[src/pkg/lps_map.svh]
// Offsets, field positions, reset values and timing counts of the sensor register slice.
// Assumes a 10 MHz clock and byte-wide register accesses at byte addresses.
`ifndef LPS_MAP_SVH
`define LPS_MAP_SVH
`define LPS_ADDR_CFG 8'h0D
`define LPS_ADDR_PULSE 8'h0E
`define LPS_ADDR_ANALOG 8'h0F
`define LPS_ADDR_ID 8'h12
`define LPS_ADDR_STATUS 8'h13
`define LPS_ADDR_L0_LO 8'h14
`define LPS_ADDR_L0_HI 8'h15
`define LPS_ADDR_L1_LO 8'h16
`define LPS_ADDR_L1_HI 8'h17
`define LPS_BIT_GAIN_RED 2
`define LPS_BIT_WAIT_EXT 1
`define LPS_BIT_DRV_RED 0
`define LPS_BIT_SAT 6
`define LPS_BIT_NEAR_IRQ 5
`define LPS_BIT_LIGHT_IRQ 4
`define LPS_BIT_NEAR_VAL 1
`define LPS_BIT_LIGHT_VAL 0
`define LPS_RST_BYTE 8'h00
`define LPS_DIODE_CH1 2'h2
`define LPS_WAIT_EXT_MUL 12
`define LPS_CLK_HZ 10000000
`define LPS_CLK_NS 100
`define LPS_WAIT_STEP_NS 2730000
`define LPS_WAIT_STEP_CYC ((`LPS_WAIT_STEP_NS + `LPS_CLK_NS - 1) / `LPS_CLK_NS)
`define LPS_PULSE_RATE_HZ 62500
`define LPS_PULSE_PERIOD_CYC (`LPS_CLK_HZ / `LPS_PULSE_RATE_HZ)
`endif

[src/pkg/lps_pkg.sv]
// Types shared by the sensor register slice.
// Assumes nothing beyond a SystemVerilog compiler.
package lps_pkg;
    typedef enum logic [2:0] {
        P_IDLE = 3'b001,
        P_HIGH = 3'b010,
        P_LOW = 3'b100
    } lps_pulse_t;
endpackage : lps_pkg

[src/lps_regs.sv]
// Register slice, LED pulse train and wait timer of the light and proximity sensor.
// Assumes the serial front end turns each byte access into one-cycle read or write strobes.
`include "lps_map.svh"
module lps_regs #(
    parameter int WAIT_STEP_CYC = `LPS_WAIT_STEP_CYC,
    parameter int PULSE_PERIOD_CYC = `LPS_PULSE_PERIOD_CYC,
    parameter logic [7:0] PART_ID = 8'hA5
) (
    input wire logic clock_i,
    input wire logic rst_n_i,
    input wire logic [7:0] reg_addr_i,
    input wire logic wr_en_i,
    input wire logic [7:0] wr_data_i,
    input wire logic rd_en_i,
    output logic [7:0] rd_data_o,
    input wire logic near_sat_i,
    input wire logic near_irq_i,
    input wire logic light_irq_i,
    input wire logic near_done_i,
    input wire logic light_done_i,
    input wire logic [15:0] light0_i,
    input wire logic [15:0] light1_i,
    input wire logic accum_start_i,
    input wire logic wait_start_i,
    input wire logic [7:0] wait_cycles_i,
    output logic led_drive_pin_o,
    output logic pulse_busy_o,
    output logic wait_busy_o,
    output logic wait_done_o,
    output logic [13:0] light_gain_x100_o,
    output logic [9:0] led_current_x10_o,
    output logic [1:0] near_gain_o,
    output logic near_use_ch1_o
);
    localparam int HALF = PULSE_PERIOD_CYC / 2;

    if (PULSE_PERIOD_CYC < 2 || PULSE_PERIOD_CYC > 65536 || WAIT_STEP_CYC < 1 || WAIT_STEP_CYC > 65535) begin : g_chk
        $error("Timing parameters out of range.");
    end

    logic [7:0] cfg_ff;
    logic [7:0] pulse_cnt_ff;
    logic [7:0] analog_ff;
    logic near_valid_ff;
    logic light_valid_ff;
    logic [15:0] light0_ff;
    logic [15:0] light1_ff;
    logic [7:0] shadow0_ff;
    logic [7:0] shadow1_ff;

    // Effective light gain in hundredths.
    function automatic logic [13:0] gain_x100(input logic [1:0] code, input logic red);
        logic [13:0] g;
        g = 14'h0000;
        unique case (code)
            2'h0: g = red ? 14'h0010 : 14'h0064;
            2'h1: g = red ? 14'h0080 : 14'h0320;
            2'h2: g = 14'h0640;
            2'h3: g = 14'h2EE0;
        endcase
        return g;
    endfunction : gain_x100

    // LED current in tenths of a milliamp.
    function automatic logic [9:0] cur_x10(input logic [1:0] code, input logic red);
        logic [9:0] c;
        c = 10'h000;
        unique case (code)
            2'h0: c = red ? 10'h06F : 10'h3E8;
            2'h1: c = red ? 10'h038 : 10'h1F4;
            2'h2: c = red ? 10'h01C : 10'h0FA;
            2'h3: c = red ? 10'h00E : 10'h07D;
        endcase
        return c;
    endfunction : cur_x10

    wire logic wr_cfg = wr_en_i && reg_addr_i == `LPS_ADDR_CFG;
    wire logic wr_pulse = wr_en_i && reg_addr_i == `LPS_ADDR_PULSE;
    wire logic wr_analog = wr_en_i && reg_addr_i == `LPS_ADDR_ANALOG;

    // Only the three writable registers decode writes; all others drop them.
    always_ff @(posedge clock_i) begin
        if (!rst_n_i) begin
            cfg_ff <= `LPS_RST_BYTE;
            pulse_cnt_ff <= `LPS_RST_BYTE;
            analog_ff <= `LPS_RST_BYTE;
        end else begin
            if (wr_cfg) begin
                cfg_ff <= wr_data_i;
            end
            if (wr_pulse) begin
                pulse_cnt_ff <= wr_data_i;
            end
            if (wr_analog) begin
                analog_ff <= wr_data_i;
            end
        end
    end

    always_ff @(posedge clock_i) begin
        if (!rst_n_i) begin
            light_gain_x100_o <= 14'h0064;
            led_current_x10_o <= 10'h3E8;
            near_gain_o <= 2'h0;
            near_use_ch1_o <= 1'b0;
        end else begin
            light_gain_x100_o <= gain_x100(analog_ff[1:0], cfg_ff[`LPS_BIT_GAIN_RED]);
            led_current_x10_o <= cur_x10(analog_ff[7:6], cfg_ff[`LPS_BIT_DRV_RED]);
            near_gain_o <= analog_ff[3:2];
            near_use_ch1_o <= analog_ff[5:4] == `LPS_DIODE_CH1;
        end
    end

    // Valid flags are set-only, a new result simply re-sets them.
    always_ff @(posedge clock_i) begin
        if (!rst_n_i) begin
            near_valid_ff <= 1'b0;
            light_valid_ff <= 1'b0;
            light0_ff <= 16'h0000;
            light1_ff <= 16'h0000;
        end else begin
            if (near_done_i) begin
                near_valid_ff <= 1'b1;
            end
            if (light_done_i) begin
                light_valid_ff <= 1'b1;
                light0_ff <= light0_i;
                light1_ff <= light1_i;
            end
        end
    end

    // Shadows decouple the high byte from results landing between the two reads.
    always_ff @(posedge clock_i) begin
        if (!rst_n_i) begin
            shadow0_ff <= `LPS_RST_BYTE;
            shadow1_ff <= `LPS_RST_BYTE;
        end else if (rd_en_i) begin
            if (reg_addr_i == `LPS_ADDR_L0_LO) begin
                shadow0_ff <= light0_ff[15:8];
            end
            if (reg_addr_i == `LPS_ADDR_L1_LO) begin
                shadow1_ff <= light1_ff[15:8];
            end
        end
    end

    logic [7:0] status_w;
    always_comb begin
        status_w = 8'h00;
        status_w[`LPS_BIT_SAT] = near_sat_i;
        status_w[`LPS_BIT_NEAR_IRQ] = near_irq_i;
        status_w[`LPS_BIT_LIGHT_IRQ] = light_irq_i;
        status_w[`LPS_BIT_NEAR_VAL] = near_valid_ff;
        status_w[`LPS_BIT_LIGHT_VAL] = light_valid_ff;
    end

    always_ff @(posedge clock_i) begin
        if (!rst_n_i) begin
            rd_data_o <= 8'h00;
        end else if (rd_en_i) begin
            unique case (reg_addr_i)
                `LPS_ADDR_CFG: rd_data_o <= cfg_ff;
                `LPS_ADDR_PULSE: rd_data_o <= pulse_cnt_ff;
                `LPS_ADDR_ANALOG: rd_data_o <= analog_ff;
                `LPS_ADDR_ID: rd_data_o <= PART_ID;
                `LPS_ADDR_STATUS: rd_data_o <= status_w;
                `LPS_ADDR_L0_LO: rd_data_o <= light0_ff[7:0];
                `LPS_ADDR_L0_HI: rd_data_o <= shadow0_ff;
                `LPS_ADDR_L1_LO: rd_data_o <= light1_ff[7:0];
                `LPS_ADDR_L1_HI: rd_data_o <= shadow1_ff;
                default: rd_data_o <= 8'h00;
            endcase
        end
    end

    lps_pkg::lps_pulse_t state_ff;
    lps_pkg::lps_pulse_t nxt_state;
    logic [15:0] phase_ff;
    logic [15:0] nxt_phase;
    logic [7:0] left_ff;
    logic [7:0] nxt_left;

    always_comb begin
        nxt_state = state_ff;
        nxt_phase = phase_ff;
        nxt_left = left_ff;
        unique case (state_ff)
            lps_pkg::P_IDLE: begin
                if (accum_start_i && pulse_cnt_ff != 8'h00) begin
                    nxt_state = lps_pkg::P_HIGH;
                    nxt_left = pulse_cnt_ff;
                    nxt_phase = 16'(HALF - 1);
                end
            end
            lps_pkg::P_HIGH: begin
                if (phase_ff == 16'h0000) begin
                    nxt_state = lps_pkg::P_LOW;
                    nxt_phase = 16'(PULSE_PERIOD_CYC - HALF - 1);
                end else begin
                    nxt_phase = phase_ff - 16'h0001;
                end
            end
            lps_pkg::P_LOW: begin
                if (phase_ff != 16'h0000) begin
                    nxt_phase = phase_ff - 16'h0001;
                end else if (left_ff == 8'h01) begin
                    nxt_state = lps_pkg::P_IDLE;
                    nxt_left = 8'h00;
                end else begin
                    nxt_state = lps_pkg::P_HIGH;
                    nxt_left = left_ff - 8'h01;
                    nxt_phase = 16'(HALF - 1);
                end
            end
        endcase
    end

    always_ff @(posedge clock_i) begin
        if (!rst_n_i) begin
            state_ff <= lps_pkg::P_IDLE;
            phase_ff <= 16'h0000;
            left_ff <= 8'h00;
            led_drive_pin_o <= 1'b0;
            pulse_busy_o <= 1'b0;
        end else begin
            state_ff <= nxt_state;
            phase_ff <= nxt_phase;
            left_ff <= nxt_left;
            led_drive_pin_o <= nxt_state == lps_pkg::P_HIGH;
            pulse_busy_o <= nxt_state != lps_pkg::P_IDLE;
        end
    end

    // Wait timer: steps of one base wait each, twelve times as many when extended.
    logic [11:0] steps_ff;
    logic [15:0] step_tmr_ff;
    logic [11:0] base_steps;
    assign base_steps = 12'h100 - {4'h0, wait_cycles_i};

    always_ff @(posedge clock_i) begin
        if (!rst_n_i) begin
            steps_ff <= 12'h000;
            step_tmr_ff <= 16'h0000;
            wait_busy_o <= 1'b0;
            wait_done_o <= 1'b0;
        end else begin
            wait_done_o <= 1'b0;
            if (wait_start_i && !wait_busy_o) begin
                steps_ff <= cfg_ff[`LPS_BIT_WAIT_EXT] ? 12'(base_steps * `LPS_WAIT_EXT_MUL) : base_steps;
                step_tmr_ff <= 16'(WAIT_STEP_CYC - 1);
                wait_busy_o <= 1'b1;
            end else if (wait_busy_o) begin
                if (step_tmr_ff != 16'h0000) begin
                    step_tmr_ff <= step_tmr_ff - 16'h0001;
                end else if (steps_ff == 12'h001) begin
                    wait_busy_o <= 1'b0;
                    wait_done_o <= 1'b1;
                end else begin
                    steps_ff <= steps_ff - 12'h001;
                    step_tmr_ff <= 16'(WAIT_STEP_CYC - 1);
                end
            end
        end
    end

    // Helper counters watched only by the checks below.
    logic [15:0] hi_len_ff;
    logic [8:0] pulses_seen_ff;
    logic [7:0] pulses_req_ff;
    // Thirty-two bits, since a full extended wait at the default step length exceeds 24 bits.
    logic [31:0] wait_len_ff;
    logic [31:0] wait_req_ff;
    always_ff @(posedge clock_i) begin
        if (!rst_n_i) begin
            hi_len_ff <= 16'h0000;
            pulses_seen_ff <= 9'h000;
            pulses_req_ff <= 8'h00;
            wait_len_ff <= 32'h00000000;
            wait_req_ff <= 32'h00000000;
        end else begin
            hi_len_ff <= led_drive_pin_o ? hi_len_ff + 16'h0001 : 16'h0000;
            if (!pulse_busy_o) begin
                pulses_seen_ff <= 9'h000;
                pulses_req_ff <= pulse_cnt_ff;
            end else if (led_drive_pin_o && hi_len_ff == 16'h0000) begin
                pulses_seen_ff <= pulses_seen_ff + 9'h001;
            end
            if (!wait_busy_o) begin
                wait_len_ff <= 32'h00000000;
                wait_req_ff <= 32'(base_steps * (cfg_ff[`LPS_BIT_WAIT_EXT] ? `LPS_WAIT_EXT_MUL : 1) * WAIT_STEP_CYC);
            end else begin
                wait_len_ff <= wait_len_ff + 32'h00000001;
            end
        end
    end

    a_pulse_high_len: assert property (@(posedge clock_i) disable iff (!rst_n_i)
        $fell(led_drive_pin_o) |-> hi_len_ff == 16'(HALF)) else $error("LED pulse width wrong.");
    a_pulse_total: assert property (@(posedge clock_i) disable iff (!rst_n_i)
        $fell(pulse_busy_o) |-> $past(pulses_seen_ff) == {1'b0, pulses_req_ff}) else $error("Pulse count wrong.");
    a_wait_length: assert property (@(posedge clock_i) disable iff (!rst_n_i)
        $rose(wait_done_o) |-> $past(wait_len_ff) + 32'h00000001 == wait_req_ff) else $error("Wait length wrong.");
    a_id_read: assert property (@(posedge clock_i) disable iff (!rst_n_i)
        rd_en_i && reg_addr_i == `LPS_ADDR_ID |=> rd_data_o == PART_ID) else $error("Identity read wrong.");
    a_status_rsvd: assert property (@(posedge clock_i) disable iff (!rst_n_i)
        rd_en_i && reg_addr_i == `LPS_ADDR_STATUS |=> rd_data_o[7] == 1'b0 && rd_data_o[3:2] == 2'h0)
        else $error("Reserved status bits set.");
    a_status_flags: assert property (@(posedge clock_i) disable iff (!rst_n_i)
        rd_en_i && reg_addr_i == `LPS_ADDR_STATUS |=> rd_data_o[6:4] == $past({near_sat_i, near_irq_i, light_irq_i}))
        else $error("Status flags wrong.");
    a_valid_sticky: assert property (@(posedge clock_i) disable iff (!rst_n_i)
        near_done_i || near_valid_ff |=> near_valid_ff) else $error("Valid flag lost.");
    a_shadow_hold: assert property (@(posedge clock_i) disable iff (!rst_n_i)
        rd_en_i && reg_addr_i == `LPS_ADDR_L0_LO ##1 rd_en_i && reg_addr_i == `LPS_ADDR_L0_HI
        |=> rd_data_o == $past(light0_ff[15:8], 2)) else $error("Shadow byte incoherent.");
    a_cfg_write: assert property (@(posedge clock_i) disable iff (!rst_n_i)
        wr_cfg ##1 rd_en_i && reg_addr_i == `LPS_ADDR_CFG && !wr_en_i |=> rd_data_o == $past(wr_data_i, 2))
        else $error("Config write lost.");
endmodule : lps_regs

[config.mk]
export PLATFORM = sky130hd
export DESIGN_NAME = lps_regs
export DESIGN_NICKNAME = d
export VERILOG_FILES = /design/src/pkg/lps_pkg.sv /design/src/lps_regs.sv
export VERILOG_INCLUDE_DIRS = /design/src /design/src/pkg
export SDC_FILE = /design/constraint.sdc
export NUM_CORES = 1
export LEC_CHECK = 0
export ABC_AREA = 1
export CAP_MARGIN = 30
export CELL_PAD_IN_SITES_DETAIL_PLACEMENT = 1
export CELL_PAD_IN_SITES_GLOBAL_PLACEMENT = 1
export CORE_MARGIN = 2
export CORE_UTILIZATION = 41
export DETAILED_ROUTE_END_ITERATION = 7
export DONT_BUFFER_PORTS = 1
export PLACE_DENSITY = 0.8
export REMOVE_ABC_BUFFERS = 1
export SLEW_MARGIN = 20
export SYNTH_ARGS = -nofsm -noshare
export SYNTH_HDL_FRONTEND = slang
export SYNTH_SLANG_ARGS = --single-unit
[constraint.sdc]
create_clock -name clock_i -period 2.4 [get_ports clock_i]
set_clock_uncertainty 0.2 [all_clocks]
set_input_delay 0.24 -clock clock_i [delete_from_list [all_inputs] [get_ports clock_i]]
set_output_delay 0.24 -clock clock_i [all_outputs]
set_load 0.01 [all_outputs]
# After elaboration in Yosys (flattened, before gate mapping)
# Cells that the tools add are included.
[word_totals] regBits=168 in_bits=67 out_inout_bits=39 word_cells=122
[op_classes] addsub=5 mul=1 n_eq_ne=30 muxes=37 bitwise=2 n_reduce_logical=23
[ops] op="$mux 16" n=6
[ops] op="$pmux 8 s9" n=1
[ops] op="$mux 12" n=5
[ops] op="$pmux 14 s4" n=1
[ops] op="$eq 8x5->1 const B" n=6
[ops] op="$pmux 16 s3" n=1
[ops] op="$pmux 10 s4" n=1
[ops] op="$mux 8" n=4
[ops] op="$reduce_bool 16->1" n=2
[ops] op="$sub 16x1->16 const B" n=2
[ops] op="$mux 15" n=2
[ops] op="$eq 8x4->1 const B" n=3
[ops] op="$mux 10" n=2
[ops] op="$logic_not 16->1" n=1
[ops] op="$pmux 8 s2" n=1
[ops] op="$mux 7" n=2
[ops] op="$eq 12x1->1 const B" n=1
[ops] op="$mul 12x2->10 const B" n=1
[ops] op="$sub 12x1->12 const B" n=1
[ops] op="$eq 2x2->1 const B" n=5
[ops] op="$ne 2x2->1 const B" n=5
[ops] op="$reduce_and 2->1" n=5
[ops] op="$sub 9x8->10 const A" n=1
[ops] op="$mux 3" n=3
[ops] op="other kinds (21)" n=36

# Longest topological paths before layout
[depth] depth_word=5 mapped_depth=18 depth_no_buf=16

# Least setup slack after synthesis
# OpenSTA, ideal clock, no wires.
[synth_path] kind="input to register" startpoint="input port wait_cycles_i[2]" endpoint="register steps_ff[11]" setup_ns=0.070 arrival_time_ns=2.063 t_required_ns=2.130 slack_ns=0.067 path_stages=14 n_path_buf=1 path_cell_list="buf_6 -> nor2_4 -> nand4_1 -> or2_1 -> xor2_1 -> inv_1 -> ha_1 -> nand2_1 -> nor2_1 -> a211oi_1 -> nand2_1 -> nand2_1 -> nand3_1 -> a21oi_1"
[synth_between] elab_chain_cells=4
[synth_lines] element="from (decl)" line_no="lps_regs.sv:25" rtl="input wire logic [7:0] wait_cycles_i,"
[synth_lines] element="$sub 9x8->10 *" line_no="lps_regs.sv:239" rtl="assign base_steps = 12'h100 - {4'h0, wait_cycles_i};"
[synth_lines] element="$mul 12x2->10 (no line)"
[synth_lines] element="$mux 12 *" line_no="lps_regs.sv:250" rtl="steps_ff <= cfg_ff[`LPS_BIT_WAIT_EXT] ? 12'(base_steps * `LPS_WAIT_EXT_MUL) : base_steps;"
[synth_lines] element="$mux 12 *" line_no="lps_regs.sv:249" rtl="if (wait_start_i && !wait_busy_o) begin"
[synth_lines] element="to (signal assigned)" line_no="lps_regs.sv:250"
[synth_lines] element="to (signal assigned)" line_no="lps_regs.sv:260" rtl="steps_ff <= steps_ff - 12'h001;"
[synth_lines] element="to (decl)" line_no="lps_regs.sv:236" rtl="logic [11:0] steps_ff;"
# Every way passes the cells marked *; elsewhere a longest branch is shown, timed or not.
# A chain may end at the register's enable or synchronous reset.

# Final worst setup path
[layout_path] startpoint="register phase_ff[0]" endpoint="register phase_ff[4]"
[layout_between] elab_chain_cells=3 word_cells_on_any_way=8 cone_classes="1 x add/sub; 1 x eq/ne; 3 x mux; 3 x reduce/logical"
[layout_lines] element="from (decl)" line_no="lps_regs.sv:179" rtl="logic [15:0] phase_ff;"
[layout_lines] element="from (signal assigned)" line_no="lps_regs.sv:228" rtl="phase_ff <= nxt_phase;"
[layout_lines] element="$sub 16x1->16, or another cell as far along" line_no="lps_regs.sv:201, lps_regs.sv:206"
[layout_lines] element="$mux 16, or another cell as far along" line_no="lps_regs.sv:205" rtl="if (phase_ff != 16'h0000) begin"
[layout_lines] element="$pmux 16 s3 or $reduce_and 2->1 (tied branches)"
# Parallel ways exist; a longest one is shown, timed or not.

==> metrics.txt <==
# TYPE chip_impl_metric gauge
chip_impl_metric{name="ys_async_sr_fraction",unit=""} 0
chip_impl_metric{name="remaining_drc_errors",unit=""} 0
chip_impl_metric{name="post-route-min-period",unit="ns"} 2.22
chip_impl_metric{name="total_leakage_power",unit="nW"} 3.98
chip_impl_metric{name="floorplan.rows",unit=""} 50
chip_impl_metric{name="yosysTopAreaCellShare",unit=""} 0.412
chip_impl_info{name="crit_path_start_kind",value="register"} 1
chip_impl_metric{name="htree_num_levels",unit=""} 4
chip_impl_metric{name="design.core.area",unit="µm²"} 18800
chip_impl_metric{name="globalplace.congestion",unit=""} 0.829
chip_impl_metric{name="worst-endpoint-required",unit="ns"} 2.58
chip_impl_metric{name="clk_pin_slew_worst_paths",unit="ns"} 0.07
chip_impl_metric{name="insertion_delay",unit="ns"} 0.44
chip_impl_metric{name="finalHoldViolCount",unit=""} 0
chip_impl_info{name="clockRootBuffer",value="clkbuf_16"} 1
chip_impl_metric{name="synth.yosys.warnings",unit=""} 0
chip_impl_metric{name="layout-drive-gt1-share",unit=""} 0.0815
chip_impl_metric{name="tns",unit="ns"} 0
chip_impl_metric{name="route.detailed.vias_per_inst",unit=""} 5.21
chip_impl_info{name="status",value="finished, final reports clean"} 1
chip_impl_metric{name="synth_edf_count",unit=""} 0
chip_impl_info{name="synth_flop_cell",value="dfxtp_1"} 1
chip_impl_metric{name="fin_total_pwr",unit="mW"} 8.16
chip_impl_info{name="cp-startpoint",value="phase_ff[0]"} 1
chip_impl_metric{name="critical_path.max_stage_delay",unit="ns"} 0.30
chip_impl_metric{name="fmaxAchievable",unit="MHz"} 451
chip_impl_metric{name="drt.antenna.violating_nets",unit=""} 0
chip_impl_info{name="hold_path_class",value="in2reg"} 1
chip_impl_metric{name="dp_slack",unit="ns"} -0.0831
chip_impl_metric{name="setup_viol_count_final",unit=""} 0
chip_impl_metric{name="p_per_area",unit="nW/µm²"} 864
chip_impl_metric{name="synth.ff_latch_count",unit=""} 163
chip_impl_metric{name="synthesis.instances",unit=""} 1129
chip_impl_metric{name="fp.dieW",unit="µm"} 143
chip_impl_metric{name="post-route-worst-setup-slack",unit="ns"} 0.182
chip_impl_info{name="timing.hold.worst.start",value="wait_cycles_i[0]"} 1
chip_impl_metric{name="final_max_slew_viol_count",unit=""} 0
chip_impl_metric{name="overflow_left_after_global_routing",unit=""} 0
chip_impl_metric{name="antenna_violations_before_repair",unit=""} 0
chip_impl_metric{name="timing.max_cap.violations",unit=""} 0
chip_impl_metric{name="gr-usage-all-layers",unit=""} 0.242
chip_impl_metric{name="yosys.cell_types.count",unit=""} 47
chip_impl_info{name="worst-setup-path-type",value="reg2reg"} 1
chip_impl_metric{name="die_height",unit="µm"} 143
chip_impl_info{name="synth.largest_area_cell",value="dfxtp_1"} 1
chip_impl_metric{name="die_area",unit="µm²"} 20500
chip_impl_metric{name="diodes",unit=""} 0
chip_impl_info{name="worstPathCellList",value="inv_1 > ha_1 > nand2_1 > nor2_1 > nand4_2 > nor2_2 > nand2_2 > nand2_2 > inv_2 > nand2_4 > nand2_4 > nor2_2 > o21a_1"} 1
chip_impl_metric{name="arrival",unit="ns"} 2.40
chip_impl_metric{name="initial_utilization",unit=""} 0.421
chip_impl_metric{name="worst_slew_margin_rel",unit=""} 0.462
chip_impl_metric{name="routed_wl",unit="mm"} 23.6
chip_impl_metric{name="drt_iter0_markers",unit=""} 285
chip_impl_metric{name="synth_sequential_area_ratio",unit=""} 0.412
chip_impl_metric{name="clk_path_buf_depth",unit=""} 2
chip_impl_metric{name="final_min_period_over_clock_period",unit=""} 0.924
chip_impl_metric{name="grt_pass1_wl",unit="mm"} 39.5
chip_impl_metric{name="max_slew.worst_pin.slew",unit="ns"} 0.804
chip_impl_info{name="tritoncts_clock_tree",value="yes"} 1
chip_impl_metric{name="grt_max_degree",unit=""} 116
chip_impl_info{name="regToRegStartpoint",value="phase_ff[0]"} 1
chip_impl_metric{name="syn-cell-area",unit="µm²"} 7930
chip_impl_metric{name="wl_per_cell",unit="µm"} 16.1
chip_impl_info{name="timing.critical_path.to_type",value="register"} 1
chip_impl_info{name="most_used_cells_in_the_layout_excluding_fill_and_tap_cells",value="nand2_1, dfxtp_1, inv_1"} 1
chip_impl_metric{name="area_growth",unit="%"} 19.2
chip_impl_metric{name="finalNetCount",unit=""} 1271
chip_impl_metric{name="via_count_of_the_routed_design",unit=""} 7612
chip_impl_info{name="netlist_top_cells_area",value="dfxtp_1, o21ai_0, a21oi_1, nand2_1, inv_1"} 1
chip_impl_metric{name="worst_ir_drop_vdd",unit="µV"} 544
chip_impl_metric{name="worstPathMaxFanout",unit=""} 8
chip_impl_metric{name="grt_pass1_vias",unit=""} 7986
chip_impl_metric{name="postSynthAreaPerCell",unit="µm²"} 7.02
chip_impl_metric{name="drt_pre_antenna_iters",unit=""} 4
chip_impl_metric{name="numPortBuffers",unit=""} 0
chip_impl_info{name="cpMaxStageDelayCell",value="dfxtp_1"} 1
chip_impl_metric{name="dpl.hpwl",unit="mm"} 16.6
chip_impl_metric{name="cts_made_buffers",unit=""} 17
chip_impl_metric{name="clock_sink_count",unit=""} 163
chip_impl_metric{name="boundaryPins",unit=""} 106
==> metal layers <==
layer	share of wire	track usage	up-vias
li1	-	-	3837
met3	0.052	0.0553	29
met5	0	0	-
met1	0.45	0.295	3595
met2	0.49	0.423	151
met4	0.015	0.0782	0
==> sequential cells by signal (all words and copies together), names as in the netlist, 8 cells and up <==
register and flops:
pulse_cnt_ff 8, light_gain_x100_o 9, step_tmr_ff 16, shadow0_ff 8, steps_ff 12, analog_ff 8
shadow1_ff 8, light1_ff 16, left_ff 8, cfg_ff 8, led_current_x10_o 10, rd_data_o 8
light0_ff 16, phase_ff 16
==> where the power goes <==
part / internal, mW / leakage, nW / switching [mW]
sequential: 2.94 / 1.33 / 0.188
clock: 1.83 / 0.310 / 1.15
combinational: 0.767 / 2.34 / 1.29
total: 5.54 / 3.98 / 2.63
==> area by class of cell <==
cell class	count	area, µm²
Clock inverter	11	175
Timing Repair Buffer	78	731
Multi-Input combinational cell	773	3900
Tap cell	260	325
Sequential cell	163	3260
Fill cell	2403	9380
Clock buffer	21	470
Inverter	156	588
==> cells in the mapped netlist, types with 9 or more instances <==
cell / count
nor2_1: 143
dfxtp_1: 163
clkbuf_1: 24
nand4_1: 14
xor2_1: 15
o21ai_0: 142
nor3_1: 18
nand3_1: 46
nand2_1: 163
a31oi_1: 9
inv_1: 147
o22ai_1: 21
a21oi_1: 123
ha_1: 15
==> repair_timing <==
action,in CTS,in global routing
setup buffers,0,1
endpoints found under the hold margin,144,0
resized for setup,0,4
endpoints found under the setup margin,0,7
hold buffers,51,0
==> critical path, delay by kind of cell (launching register included) <==
kind                       cells  cell delay, ns
AOI/OAI and AO/OA              1            0.12
and+or+nand+nor                9            1.08
buffers and inverters          2            0.27
DFF                            1            0.30
adders and majority gates      1            0.20
==> logic make-up (layout without fill, tap and decap cells) <==
group | after synthesis | in the layout | synth area share
AO/OA/AOI/OAI | 311 | 311 | 0.206
adder cells (fa/ha/maj) | 15 | 15 | 0.0237
XOR/XNOR | 22 | 22 | 0.0252
buffers and inverters | 196 | 266 | 0.0994
other | 1 | 4 | 0.000473
flip-flops | 163 | 163 | 0.412
AND/OR/NAND/NOR | 421 | 421 | 0.233
==> final timing paths <==
check,endpoint,slack (ns),cells past startpoint
worst max-delay path,phase_ff[4],0.18,13
worst min-delay path,steps_ff[4],0.04,4
worst max register to register,phase_ff[4],0.18,13
worst min register to register,near_use_ch1_o,0.23,1
==> stage by stage <==
stage | instance area (µm²) | hold slack, ns | utilization | std cells
final | 9450 | 0.0410 | 0.502 | 1462
after global routing | 9450 | 0.0391 | 0.502 | 1462
after CTS | 9430 | 0.0241 | 0.501 | 1461
after detailed placement | 8260 | 0.157 | 0.439 | 1378
after global placement | 8260 | 0.160 | 0.439 | 1378
after floorplan | 7740 | 0.109 | - | 1092
No activity file was read; power rests on OpenSTA's default activity.
